**src/design/charge_pkg.sv**
```systemverilog
// Package with constants, modes, states and carrier structs for the charge sequencer.
`default_nettype none
package charge_pkg;
   localparam int unsigned CLK_HZ = 100_000_000;
   localparam int unsigned SW_FREQ_HZ = 3_000_000;
   localparam int unsigned SW_PERIOD_CYC = CLK_HZ / SW_FREQ_HZ;
   localparam int unsigned DUTY_MAX_PERMILLE = 995;
   localparam int unsigned DUTY_W = 10;
   localparam int unsigned PREVIEW_US = 128;
   localparam int unsigned PULSE_CYC = PREVIEW_US * (CLK_HZ / 1_000_000);
   localparam int unsigned TICK_HZ = 1000;
   localparam int unsigned TICK_CYC = CLK_HZ / TICK_HZ;
   localparam int unsigned LONG_MIN = 32;
   localparam int unsigned LONG_TICKS = LONG_MIN * 60 * TICK_HZ;
   localparam int unsigned SHORT_SEC = 32;
   localparam int unsigned SHORT_TICKS = SHORT_SEC * TICK_HZ;
   localparam int unsigned TMR_W = 24;
   localparam int unsigned CUR_W = 8;
   localparam int unsigned VREG_W = 6;
   localparam logic [CUR_W-1:0] INPUT_CURRENT_LIMIT_DEFAULT = 8'h01;
   localparam logic [CUR_W-1:0] ICHG_DEFAULT = 8'h00;
   localparam logic [CUR_W-1:0] TERMINATION_CURRENT_DEFAULT = 8'h01;
   localparam logic [VREG_W-1:0] VREG_DEFAULT = 6'h02;
   localparam logic [VREG_W-1:0] VREG_MAX = 6'h2F;
   localparam logic [CUR_W-1:0] RAMP_STEP = 8'h01;
   localparam logic [1:0] STAT_READY = 2'h0;
   localparam logic [1:0] STAT_CHARGING = 2'h1;
   localparam logic [1:0] STAT_DONE = 2'h2;
   localparam logic [1:0] STAT_FAULT = 2'h3;

   typedef enum logic [1:0] {
      MODE_CHARGE = 2'h0,
      MODE_BOOST = 2'h1,
      MODE_HIGH_Z = 2'h3
   } op_mode_t;

   typedef enum logic [2:0] {
      ST_IDLE = 3'h0,
      ST_SHORT = 3'h1,
      ST_FAST = 3'h3,
      ST_VREG = 3'h2,
      ST_DONE = 3'h6,
      ST_FAULT = 3'h7
   } chg_state_t;

   typedef struct packed {
      logic [CUR_W-1:0] input_current_limit;
      logic [CUR_W-1:0] fast_charge_current;
      logic [CUR_W-1:0] termination_current;
      logic [VREG_W-1:0] regulation_voltage;
      logic term_enable;
      logic charge_enable;
   } charge_params_t;

   typedef struct packed {
      logic below_short;
      logic below_recharge;
      logic near_regulation;
      logic at_termination;
      logic weak_battery;
      logic high_side_at_limit;
      logic low_side_above_sync;
      logic thermal_shutdown;
   } sense_t;
endpackage
`default_nettype wire

```
**src/design/charge_sequencer.sv**
```systemverilog
// Charge sequencer with mode select, PWM control and two stage safety timer.
`default_nettype none
//
// Overview of operation
// - Three modes: charge, boost, high impedance standby with neither active.
// - PWM runs at fixed 3 MHz, duty from zero to 99.5 percent.
// - High-side switch current at peak limit ends the high-side on time for the rest of the PWM period.
// - Low-side switch conducts only while its current exceeds sync threshold.
// - Below short threshold at precharge, supply only small short-circuit current.
// - Between short threshold and regulation, ramp current toward programmed level.
// - Input current limit defaults after reset; host may reprogram it and charge current.
// - Regulation voltage is host programmable within range, using sensed pack voltage.
// - In regulation, end charge at termination current above recharge threshold.
// - Termination is suppressed while host clears the termination enable bit.
// - New cycle on recharge drop, enable toggle, reset bit; weak battery at power-on never starts one, sense is still zero then.
// - Charging starts long timer; any host write stops it.
// - Stopping the long timer by host write starts the short timer.
// - Writing kick bit restarts short timer; device clears the bit itself.
// - Short timer expiry ends charge, restores defaults, restarts long timer, resumes.
// - Long timer expiry turns charger off and reports fault code.
// - Fault clears only at power-on; status changes only after host reads it, except the fault code, shown at once.
// - Every fault gives one 128 us low pulse on open-drain indicator.
// - Thermal shutdown stops switching and freezes all safety timers.
module charge_sequencer (
   input wire logic core_clk_in,
   input wire logic rst_in,
   input wire logic host_write_in,
   input wire charge_pkg::charge_params_t host_params_in,
   input wire logic safety_timer_kick_in,
   input wire logic host_reset_bit_in,
   input wire logic status_read_in,
   input wire charge_pkg::op_mode_t mode_request_in,
   input wire logic [charge_pkg::DUTY_W-1:0] duty_request_in,
   input wire charge_pkg::sense_t sense_in,
   output charge_pkg::op_mode_t op_mode_out,
   output charge_pkg::charge_params_t active_params_out,
   output logic [charge_pkg::CUR_W-1:0] current_target_out,
   output logic short_current_on_out,
   output logic high_side_switch_out,
   output logic low_side_switch_out,
   output logic input_blocking_switch_out,
   output logic safety_timer_kick_out,
   output logic [1:0] charge_state_code_out,
   output logic short_timer_mode_out,
   output logic stat_pin_out,
   output logic stat_pin_oe_out
);
   // ------------------------------------------------------------
   // Input synchronisers
   // ------------------------------------------------------------
   localparam int unsigned SN = $bits(charge_pkg::sense_t);
   logic [SN-1:0] s1_reg, s2_reg, s3_reg, sense_reg;
   logic [SN-1:0] sense_next;
   charge_pkg::sense_t sense;
   always_comb begin
      sense_next = sense_reg;
      for (int i = 0; i < SN; i++) begin
         if (s2_reg[i] == s3_reg[i]) begin
            sense_next[i] = s3_reg[i];
         end
      end
   end
   always_ff @(posedge core_clk_in) begin
      if (rst_in) begin
         s1_reg <= '0;
         s2_reg <= '0;
         s3_reg <= '0;
         sense_reg <= '0;
      end else begin
         s1_reg <= sense_in;
         s2_reg <= s1_reg;
         s3_reg <= s2_reg;
         sense_reg <= sense_next;
      end
   end
   assign sense = charge_pkg::sense_t'(sense_reg);
   // ------------------------------------------------------------
   // Tick prescaler and safety timers
   // ------------------------------------------------------------
   logic [16:0] presc_reg, presc_next;
   logic tick;
   logic long_load, short_load, long_exp, short_exp;
   logic long_run_reg, long_run_next, short_run_reg, short_run_next;
   logic frozen;
   assign frozen = sense.thermal_shutdown;
   assign tick = (presc_reg == 17'(charge_pkg::TICK_CYC - 1));
   always_comb begin
      presc_next = presc_reg;
      if (!frozen) begin
         presc_next = tick ? '0 : presc_reg + 17'h00001;
      end
   end
   safety_timer long_timer (
      .core_clk_in(core_clk_in),
      .rst_in(rst_in),
      .tick_in(tick),
      .load_in(long_load),
      .run_in(long_run_reg && !frozen),
      .load_value_in(charge_pkg::TMR_W'(charge_pkg::LONG_TICKS)),
      .expired_out(long_exp)
   );
   safety_timer short_timer (
      .core_clk_in(core_clk_in),
      .rst_in(rst_in),
      .tick_in(tick),
      .load_in(short_load),
      .run_in(short_run_reg && !frozen),
      .load_value_in(charge_pkg::TMR_W'(charge_pkg::SHORT_TICKS)),
      .expired_out(short_exp)
   );

   // ------------------------------------------------------------
   // Charge state machine
   // ------------------------------------------------------------
   charge_pkg::chg_state_t state_reg, state_next;
   charge_pkg::charge_params_t par_reg, par_next;
   charge_pkg::charge_params_t defaults;
   logic [charge_pkg::CUR_W-1:0] ramp_reg, ramp_next;
   logic [1:0] code_reg, code_next;
   logic code_read_reg, code_read_next, kick_reg, kick_next;
   logic ce_prev_reg, ce_prev_next, por_reg, por_next;
   logic fault_evt, start_cycle, charging;
   logic [charge_pkg::CUR_W-1:0] limit;
   logic [1:0] code_want;
   assign defaults = charge_pkg::charge_params_t'({charge_pkg::INPUT_CURRENT_LIMIT_DEFAULT,
      charge_pkg::ICHG_DEFAULT, charge_pkg::TERMINATION_CURRENT_DEFAULT, charge_pkg::VREG_DEFAULT,
      1'b0, 1'b1});
   assign limit = (par_reg.fast_charge_current < par_reg.input_current_limit) ?
      par_reg.fast_charge_current : par_reg.input_current_limit;
   assign charging = (state_reg == charge_pkg::ST_SHORT) || (state_reg == charge_pkg::ST_FAST)
      || (state_reg == charge_pkg::ST_VREG);
   assign start_cycle = (ce_prev_reg != par_reg.charge_enable)
      || host_reset_bit_in
      || (por_reg && sense.weak_battery)
      || (state_reg == charge_pkg::ST_DONE && sense.below_recharge);
   always_comb begin
      state_next = state_reg;
      par_next = par_reg;
      ramp_next = ramp_reg;
      long_load = 1'b0;
      short_load = 1'b0;
      long_run_next = long_run_reg;
      short_run_next = short_run_reg;
      kick_next = 1'b0;
      fault_evt = 1'b0;
      ce_prev_next = par_reg.charge_enable;
      por_next = 1'b0;
      code_want = charge_pkg::STAT_READY;
      if (host_write_in && state_reg != charge_pkg::ST_FAULT) begin
         par_next = host_params_in;
         if (host_params_in.regulation_voltage > charge_pkg::VREG_MAX) begin
            par_next.regulation_voltage = charge_pkg::VREG_MAX;
         end
         if (long_run_reg) begin
            long_run_next = 1'b0;
            short_run_next = 1'b1;
            short_load = 1'b1;
         end
         if (safety_timer_kick_in) begin
            long_run_next = 1'b0;
            short_run_next = 1'b1;
            short_load = 1'b1;
            kick_next = 1'b1;
         end
      end
      unique case (state_reg)
         charge_pkg::ST_IDLE, charge_pkg::ST_DONE: begin
            code_want = (state_reg == charge_pkg::ST_DONE) ? charge_pkg::STAT_DONE :
               charge_pkg::STAT_READY;
            if (start_cycle && par_next.charge_enable && mode_request_in == charge_pkg::MODE_CHARGE) begin
               state_next = charge_pkg::ST_SHORT;
               ramp_next = '0;
               long_load = 1'b1;
               long_run_next = 1'b1;
               short_run_next = 1'b0;
            end
         end
         charge_pkg::ST_SHORT, charge_pkg::ST_FAST, charge_pkg::ST_VREG: begin
            code_want = charge_pkg::STAT_CHARGING;
            if (state_reg == charge_pkg::ST_SHORT && !sense.below_short) begin
               state_next = charge_pkg::ST_FAST;
            end else if (state_reg == charge_pkg::ST_FAST && sense.near_regulation) begin
               state_next = charge_pkg::ST_VREG;
            end
            if (state_reg != charge_pkg::ST_SHORT && !frozen) begin
               if (ramp_reg < limit) begin
                  ramp_next = ramp_reg + charge_pkg::RAMP_STEP;
               end else begin
                  ramp_next = limit;
               end
            end
            if (state_reg == charge_pkg::ST_VREG && sense.at_termination
               && !sense.below_recharge && par_reg.term_enable) begin
               state_next = charge_pkg::ST_DONE;
               long_run_next = 1'b0;
               short_run_next = 1'b0;
            end
            if (!par_next.charge_enable || mode_request_in != charge_pkg::MODE_CHARGE) begin
               state_next = charge_pkg::ST_IDLE;
            end
            if (short_exp) begin
               par_next = defaults;
               state_next = charge_pkg::ST_SHORT;
               ramp_next = '0;
               short_run_next = 1'b0;
               long_load = 1'b1;
               long_run_next = 1'b1;
            end
            if (long_exp) begin
               state_next = charge_pkg::ST_FAULT;
               fault_evt = 1'b1;
               long_run_next = 1'b0;
               short_run_next = 1'b0;
            end
         end
         charge_pkg::ST_FAULT: begin
            code_want = charge_pkg::STAT_FAULT;
         end
      endcase
      code_next = code_reg;
      code_read_next = code_read_reg || status_read_in;
      if (code_want != code_reg && (code_read_reg || status_read_in)) begin
         code_next = code_want;
         code_read_next = 1'b0;
      end
      if (state_next == charge_pkg::ST_FAULT) begin
         code_next = charge_pkg::STAT_FAULT;
      end
   end
   always_ff @(posedge core_clk_in) begin
      if (rst_in) begin
         presc_reg <= '0;
         state_reg <= charge_pkg::ST_IDLE;
         par_reg <= defaults;
         ramp_reg <= '0;
         long_run_reg <= 1'b0;
         short_run_reg <= 1'b0;
         kick_reg <= 1'b0;
         code_reg <= charge_pkg::STAT_READY;
         code_read_reg <= 1'b1;
         ce_prev_reg <= 1'b1;
         por_reg <= 1'b1;
      end else begin
         presc_reg <= presc_next;
         state_reg <= state_next;
         par_reg <= par_next;
         ramp_reg <= ramp_next;
         long_run_reg <= long_run_next;
         short_run_reg <= short_run_next;
         kick_reg <= kick_next;
         code_reg <= code_next;
         code_read_reg <= code_read_next;
         ce_prev_reg <= ce_prev_next;
         por_reg <= por_next;
      end
   end
   // ------------------------------------------------------------
   // PWM and switch drive
   // ------------------------------------------------------------
   // The period is an integer number of core cycles, so the rate is 100/33 MHz.
   logic [5:0] pwm_cnt_reg, pwm_cnt_next;
   logic cut_reg, cut_next;
   localparam int unsigned DUTYW_L = 16;
   logic [DUTYW_L-1:0] on_cyc;
   logic [charge_pkg::DUTY_W-1:0] duty;
   logic hs_reg, hs_next, ls_reg, ls_next, pwm_on;
   assign duty = (duty_request_in > charge_pkg::DUTY_W'(charge_pkg::DUTY_MAX_PERMILLE)) ?
      charge_pkg::DUTY_W'(charge_pkg::DUTY_MAX_PERMILLE) : duty_request_in;
   assign on_cyc = DUTYW_L'((32'(duty) * charge_pkg::SW_PERIOD_CYC) / 1000);
   assign pwm_on = (state_reg == charge_pkg::ST_FAST || state_reg == charge_pkg::ST_VREG)
      && !frozen && op_mode_out == charge_pkg::MODE_CHARGE;
   always_comb begin
      pwm_cnt_next = (pwm_cnt_reg == 6'(charge_pkg::SW_PERIOD_CYC - 1)) ? 6'h00 :
         pwm_cnt_reg + 6'h01;
      cut_next = cut_reg;
      if (pwm_cnt_next == 6'h00) begin
         cut_next = 1'b0;
      end else if (sense.high_side_at_limit) begin
         cut_next = 1'b1;
      end
      hs_next = pwm_on && !cut_next && (DUTYW_L'(pwm_cnt_next) < on_cyc);
      ls_next = pwm_on && !hs_next && sense.low_side_above_sync;
   end
   always_ff @(posedge core_clk_in) begin
      if (rst_in) begin
         pwm_cnt_reg <= '0;
         cut_reg <= 1'b0;
         hs_reg <= 1'b0;
         ls_reg <= 1'b0;
      end else begin
         pwm_cnt_reg <= pwm_cnt_next;
         cut_reg <= cut_next;
         hs_reg <= hs_next;
         ls_reg <= ls_next;
      end
   end
   // ------------------------------------------------------------
   // Fault pulse on the open-drain indicator
   // ------------------------------------------------------------
   logic [14:0] pulse_reg, pulse_next;
   always_comb begin
      pulse_next = (pulse_reg != '0) ? pulse_reg - 15'h0001 : '0;
      if (fault_evt) begin
         pulse_next = 15'(charge_pkg::PULSE_CYC);
      end
   end
   always_ff @(posedge core_clk_in) begin
      if (rst_in) begin
         pulse_reg <= '0;
      end else begin
         pulse_reg <= pulse_next;
      end
   end
   // High impedance mode turns off both switch paths and the input switch.
   assign op_mode_out = (mode_request_in == charge_pkg::MODE_BOOST) ? charge_pkg::MODE_BOOST :
      (mode_request_in == charge_pkg::MODE_HIGH_Z) ? charge_pkg::MODE_HIGH_Z :
      charge_pkg::MODE_CHARGE;
   assign active_params_out = par_reg;
   assign current_target_out = ramp_reg;
   assign short_current_on_out = (state_reg == charge_pkg::ST_SHORT) && !frozen;
   assign high_side_switch_out = hs_reg;
   assign low_side_switch_out = ls_reg;
   assign input_blocking_switch_out = charging && !frozen;
   assign safety_timer_kick_out = kick_reg;
   assign charge_state_code_out = code_reg;
   assign short_timer_mode_out = short_run_reg;
   assign stat_pin_out = 1'b0;
   assign stat_pin_oe_out = (pulse_reg != '0);
endmodule
`default_nettype wire

```
**src/design/safety_timer.sv**
```systemverilog
// Prescaled down counter used for both safety timer stages.
`default_nettype none
module safety_timer (
   input wire logic core_clk_in,
   input wire logic rst_in,
   input wire logic tick_in,
   input wire logic load_in,
   input wire logic run_in,
   input wire logic [charge_pkg::TMR_W-1:0] load_value_in,
   output logic expired_out
);
   logic [charge_pkg::TMR_W-1:0] count_reg;
   logic [charge_pkg::TMR_W-1:0] count_next;
   logic expired_reg;
   logic expired_next;

   always_comb begin
      count_next = count_reg;
      expired_next = 1'b0;
      if (load_in) begin
         count_next = load_value_in;
      end else if (run_in && tick_in && count_reg != '0) begin
         count_next = count_reg - 1'b1;
         expired_next = (count_reg == {{(charge_pkg::TMR_W-1){1'b0}}, 1'b1});
      end
   end

   always_ff @(posedge core_clk_in) begin
      if (rst_in) begin
         count_reg <= '0;
         expired_reg <= 1'b0;
      end else begin
         count_reg <= count_next;
         expired_reg <= expired_next;
      end
   end

   assign expired_out = expired_reg;
endmodule
`default_nettype wire

```
**config.mk**
```make
export PLATFORM = sky130hd
export DESIGN_NAME = charge_sequencer
export DESIGN_NICKNAME = d
export VERILOG_FILES = /design/src/design/charge_pkg.sv /design/src/design/charge_sequencer.sv /design/src/design/safety_timer.sv
export SDC_FILE = /design/constraint.sdc
export NUM_CORES = 1
export LEC_CHECK = 0
export ABC_AREA = 1
export ABC_CLOCK_PERIOD_IN_PS = 6550
export BUFFER_PORTS_ARGS = -buffer_cell sky130_fd_sc_hd__buf_2
export CAP_MARGIN = 20
export CORE_MARGIN = 2
export CORE_UTILIZATION = 30
export CTS_CLUSTER_DIAMETER = 100
export DETAILED_ROUTE_END_ITERATION = 16
export PLACE_DENSITY = 0.49
export SLEW_MARGIN = 20
export SYNTH_ARGS = -nofsm -noshare
export SYNTH_HDL_FRONTEND = slang
export SYNTH_HIERARCHICAL = 1
export SYNTH_SLANG_ARGS = --single-unit
```
**constraint.sdc**
```tcl
create_clock -name core_clk_in -period 6.55 [get_ports core_clk_in]
set_input_delay 0 -clock core_clk_in [delete_from_list [all_inputs] [get_ports core_clk_in]]
set_output_delay 0 -clock core_clk_in [all_outputs]
set_load 0.05 [all_outputs]
```
# ---- Word level (Yosys, flattened, before mapping)
# Cells that the tools add are included.
dict set report word_totals {
  wordCells 203
  out_inout_bits 52
  in_bits 58
  reg_bits 174
}
dict set report op_classes {
  addsub 6
  div 1
  magnitude_cmp 5
  n_eq_ne 26
  multipliers 1
  n_bitwise 4
  n_mux 60
  reduce_logical 61
}
# cell n
set ops {}
lappend ops {{two-way mux 32 bit} 3}
lappend ops {{equality test 24 x 1 -> 1 bit, second input constant} 2}
lappend ops {{nonzero test 24 bit} 2}
lappend ops {{subtractor 24 x 1 -> 24 bit, second input constant} 2}
lappend ops {{two-way mux 21 bit} 2}
lappend ops {{two-way mux 8 bit} 5}
lappend ops {{divider 16 x 10 -> 32 bit, second input constant} 1}
lappend ops {{two-way mux 15 bit} 2}
lappend ops {{two-way mux 14 bit} 2}
lappend ops {{logical AND 1 bit} 26}
lappend ops {{two-way mux 1 bit} 24}
lappend ops {{two-way mux 3 bit} 7}
lappend ops {{adder 17 x 1 -> 17 bit, second input constant} 1}
lappend ops {{equality test 17 bit, second input constant} 1}
lappend ops {{two-way mux 17 bit} 1}
lappend ops {{< comparator 6 x 16 -> 1 bit} 1}
lappend ops {{< comparator 8 bit} 2}
lappend ops {{multiplier 10 x 6 -> 16 bit, second input constant} 1}
lappend ops {{case mux 8 bit (2 select lines)} 1}
lappend ops {{nonzero test 15 bit} 1}
lappend ops {{subtractor 15 x 1 -> 15 bit, second input constant} 1}
lappend ops {{two-way mux 6 bit} 2}
lappend ops {{OR reduction 3 bit} 4}
lappend ops {{greater-than comparator 10 bit, second input constant} 1}
lappend ops {{30 further kinds} 69}

# ---- Logic depth before layout (Yosys ltp)
dict set report logic_depth {
  ltp_word 11
  ltp_mapped 58
}

# ---- Cells and area by module
# The synthesis kept the hierarchy.
# mod n_inst cells_each area_per_inst_um2 seq_area_each_um2
set modules_own_cells {}
lappend modules_own_cells {charge_sequencer 1 1065 7210.7 2482.4}
lappend modules_own_cells {safety_timer 2 313 1874.3 500.5}

# ---- Worst setup path before layout
# Ideal clock, no wire load.
dict set report synth_path {
  path_kind {input to register}
  from {in duty_request_in[8] (netlist bit)}
  to {reg ls_reg, in the netlist low_side_switch_out}
  setup_slack_ps 1327
  required_time_ps 6441
  path_stages 47
  arrival_time_ps 5114
  n_path_buf 0
  path_cell_list {inv_1 > nor3_1 > inv_1 > nor4_1 > inv_1 > nand2_1 > inv_1 > ha_1 > ha_1 > inv_1 > fa_1 > xnor2_2 > nor2_1 > nor2_2 > nand2_2 > nor2_4 > nand2_4 > nand2_4 > [... 11 more ...] > nand2_4 > nand2_2 > nand3_1 > nand2_2 > o21ai_2 > nand2_1 > nand3_1 > nand3_1 > o21ai_1 > nand2_1 > nand2_1 > nand2_1 > nand2_1 > nand2_1 > nand2_1 > nand3_1 > nand2_1 > inv_1}
}
dict set report synth_between {
  elab_chain_len 9
}
# item line_no
set synth_rtl {}
lappend synth_rtl {{from (decl)} charge_sequencer.sv:33} ;# input wire logic [charge_pkg::DUTY_W-1:0] duty_request_in,
lappend synth_rtl {{greater-than comparator 10 bit} charge_sequencer.sv:267} ;# assign duty = (duty_request_in > charge_pkg::DUTY_W'(charge_pkg::DUTY_MAX_PERMILLE)) ?
lappend synth_rtl {{two-way mux 10 bit *} charge_sequencer.sv:267}
lappend synth_rtl {{multiplier 10 x 6 -> 16 bit *} charge_sequencer.sv:269} ;# assign on_cyc = DUTYW_L'((32'(duty) * charge_pkg::SW_PERIOD_CYC) / 1000);
lappend synth_rtl {{divider 16 x 10 -> 32 bit *} charge_sequencer.sv:269}
lappend synth_rtl {{< comparator 6 x 16 -> 1 bit *} charge_sequencer.sv:281} ;# hs_next = pwm_on && !cut_next && (DUTYW_L'(pwm_cnt_next) < on_cyc);
lappend synth_rtl {{logical AND 1 bit *} charge_sequencer.sv:281}
lappend synth_rtl {{zero test 1 bit *} charge_sequencer.sv:282} ;# ls_next = pwm_on && !hs_next && sense.low_side_above_sync;
lappend synth_rtl {{logical AND 1 bit * (2 in a row)} charge_sequencer.sv:282}
lappend synth_rtl {{to (signal assigned)} charge_sequencer.sv:294} ;# ls_reg <= ls_next;
lappend synth_rtl {{to (decl)} charge_sequencer.sv:266} ;# logic hs_reg, hs_next, ls_reg, ls_next, pwm_on;
# Mark *: on every way between the ends. The rest lies on a longest branch, timed or not.
# A chain may end at the register's enable or synchronous reset.

# ---- Final worst setup path
# Ends and elaborated chain as after synthesis.

==> impl_metrics.tcl <==
set metrics [dict create \
    relSlewSlack 0.3980 \
    die_area_um2 38080 \
    cp-start-kind "input pin" \
    dr.pass1.iters 5 \
    io_buffers 108 \
    fmax_ghz 0.1750 \
    drv_slew 0 \
    insertion_delay_ns 0.43 \
    cts_max_path_buffers 2 \
    core_um2 36260 \
    hold_class "in -> reg" \
    skew_ns 0.01002 \
    holdWs_ns 0.04929 \
    seq_area_frac_synth 0.3178 \
    gp_congestion 0.8752 \
    root_buffer "clkbuf_16" \
    htreeDepth 4 \
    die_x_um 195.1 \
    finalHoldViolCount 0 \
    syn_avg_cell_area_um2 6.481 \
    crit_path_end_kind "flop" \
    cap_violations 0 \
    vdd_drop_max_mv 0.1230 \
    wirelength_um 28810 \
    rsz0062_at_grt "false" \
    synth_area_um2 10960 \
    synth_area_leaders "dfxtp_1 32%, nand2_1 14%, nor2_1 8.2%, inv_1 7.7%, nand3_1 6.2%" \
    grt_remaining_overflow 0 \
    place_area_um2 12090 \
    p_leak_nw 6.291 \
    hpwl_um 21220 \
    cpMostUsedCell "nand2_1" \
    tightest_slew_ns 0.9021 \
    cts_post_setup_buffers_inserted 0 \
    cts_sinks 174 \
    boundaryPins 110 \
    synth_top_flop_cell "dfxtp_1" \
    initialDrtViolationCount 504 \
    fin_crit_sh 0.8726 \
    yosys.area.top_type "dfxtp_1" \
    path_clk_slew_ns 0.07 \
    vias 10620 \
    drc 0 \
    status "completed" \
    area_growth_syn_to_layout_pct 19.57 \
    cts_tree "built" \
    hold_buffers 43 \
    min_period_ns 5.715 \
    rows 70 \
    grt_pass1_wl_um 48980 \
    path_max_fanout 7 \
    grt_pass1_vias 10170 \
    post-place-ws_ns 0.4104 \
    arrival_ns 6.05 \
    drive_gt1_frac 0.1277 \
    cts_made_buffers 17 \
    crit_path_max_incr_delay_ns 0.48 \
    worst_slack_ns 0.8348 \
    stdcell_area_um2 13100 \
    final_nets 1969 \
    finalSetupViolCount 0 \
    synth_edf_count 0 \
    die_y_um 195.1 \
    via_per_inst 4.524 \
    crit_required_ns 6.88 \
    synth_top_area_frac 0.3178 \
    fin_setup_tns_ns 0 \
    synthCells 1691 \
    wl_per_cell_um 12.27 \
    yosysWarnings 6 \
    async_flop_share 0 \
    post_cts_resized 0 \
    largest_reg_flops 31 \
    start_util 0.3022 \
    critPathKind "in -> reg" \
    antenna_found_initial 0 \
    synth-seq-cells 174 \
    p_per_area_nw_per_um2 274.0 \
    final_antenna_net_count 0 \
    post_synth_num_cell_types 53 \
    track_usage 0.1544 \
    cp_slowest_cell "fa_1" \
    grt_max_degree 58 \
]
[power breakdown]
group	switching [mW]	internal (mW)
Sequential	0.0764	1.15
Clock	0.451	0.568
Combinational	0.888	0.462
[Yosys cell counts, drive strengths merged (5+ instances only)]
master,instances
nor3,42
nor4,12
inv,234
or2,5
xor2,26
nand2,444
a211oi,7
o21bai,10
xnor2,18
o211ai,12
ha,44
dfxtp,174
buf,14
nand4,18
nand3b,6
nand3,143
clkbuf,32
o21ai,71
a21oi,96
nor2,260
[critical path, delay by kind of cell]
family / cells / cell delay, ns
AND/OR/NAND/NOR: 31 / 3.61
adder cells (fa/ha/maj): 3 / 1.08
buffers and inverters: 8 / 0.65
AO/OA/AOI/OAI: 3 / 0.46
XOR/XNOR: 1 / 0.23
[final cells by class]
cell class,count,area [um^2]
Antenna cell,1,2.502
Sequential cell,174,3483
Multi-Input combinational cell,1281,6541
Timing Repair Buffer,155,1003
Tap cell,468,585.6
Fill cell,3924,23160
Inverter,237,902.1
Clock buffer,21,480.5
Clock inverter,11,105.1
[placed cells by master, fill, tap and decap left out, types with 41 or more instances in the layout]
cell / count
nor2_1: 238
dfxtp_1: 174
nor3_1: 41
inv_1: 226
nand2_1: 413
ha_1: 44
buf_2: 107
o21ai_0: 61
a21oi_1: 83
dlygate4sd3_1: 43
nand3_1: 136
conb_1: 49
[metal layers]
metal / vias to the layer above / share of wire / global-route usage
li1: 5677 / - / -
met1: 4746 / 0.50 / 0.2067
met2: 181 / 0.45 / 0.2590
met3: 18 / 0.036 / 0.02573
met4: 0 / 0.0093 / 0.03675
met5: - / 0 / 0
[logic make-up after synthesis]
kind of cell	after synthesis	synth area share
compound gates	207	0.1098
xor+xnor	44	0.03585
fa+ha+maj	45	0.05206
buf+inv	283	0.1017
flops	174	0.3178
other cells	2	0.0006853
simple gates	936	0.3820
[through the flow]
step	utilization	cells	power, mW
finish	0.3614	2348	3.590
global route	0.3613	2347	3.870
CTS	0.3613	2347	3.636
detailed placement	0.3333	2272	2.580
global placement	0.3333	2272	2.574
floorplan	-	1738	2.303
[worst paths after layout]
kind,start,end,slack [ns],cells after the start
setup reg to reg,active_params_out[25]$_SDFF_PP0_,current_target_out[6]$_SDFFE_PP0P_,2.62,18
setup / recovery,duty_request_in[8],low_side_switch_out$_SDFF_PP0_,0.83,46
hold reg to reg,s1_reg[7]$_SDFF_PP0_,s2_reg[7]$_SDFF_PP0_,0.43,2
hold / removal,rst_in,short_timer/count_reg[19]$_SDFFE_PP0P_,0.05,2
(Power assumes the default switching activity.)
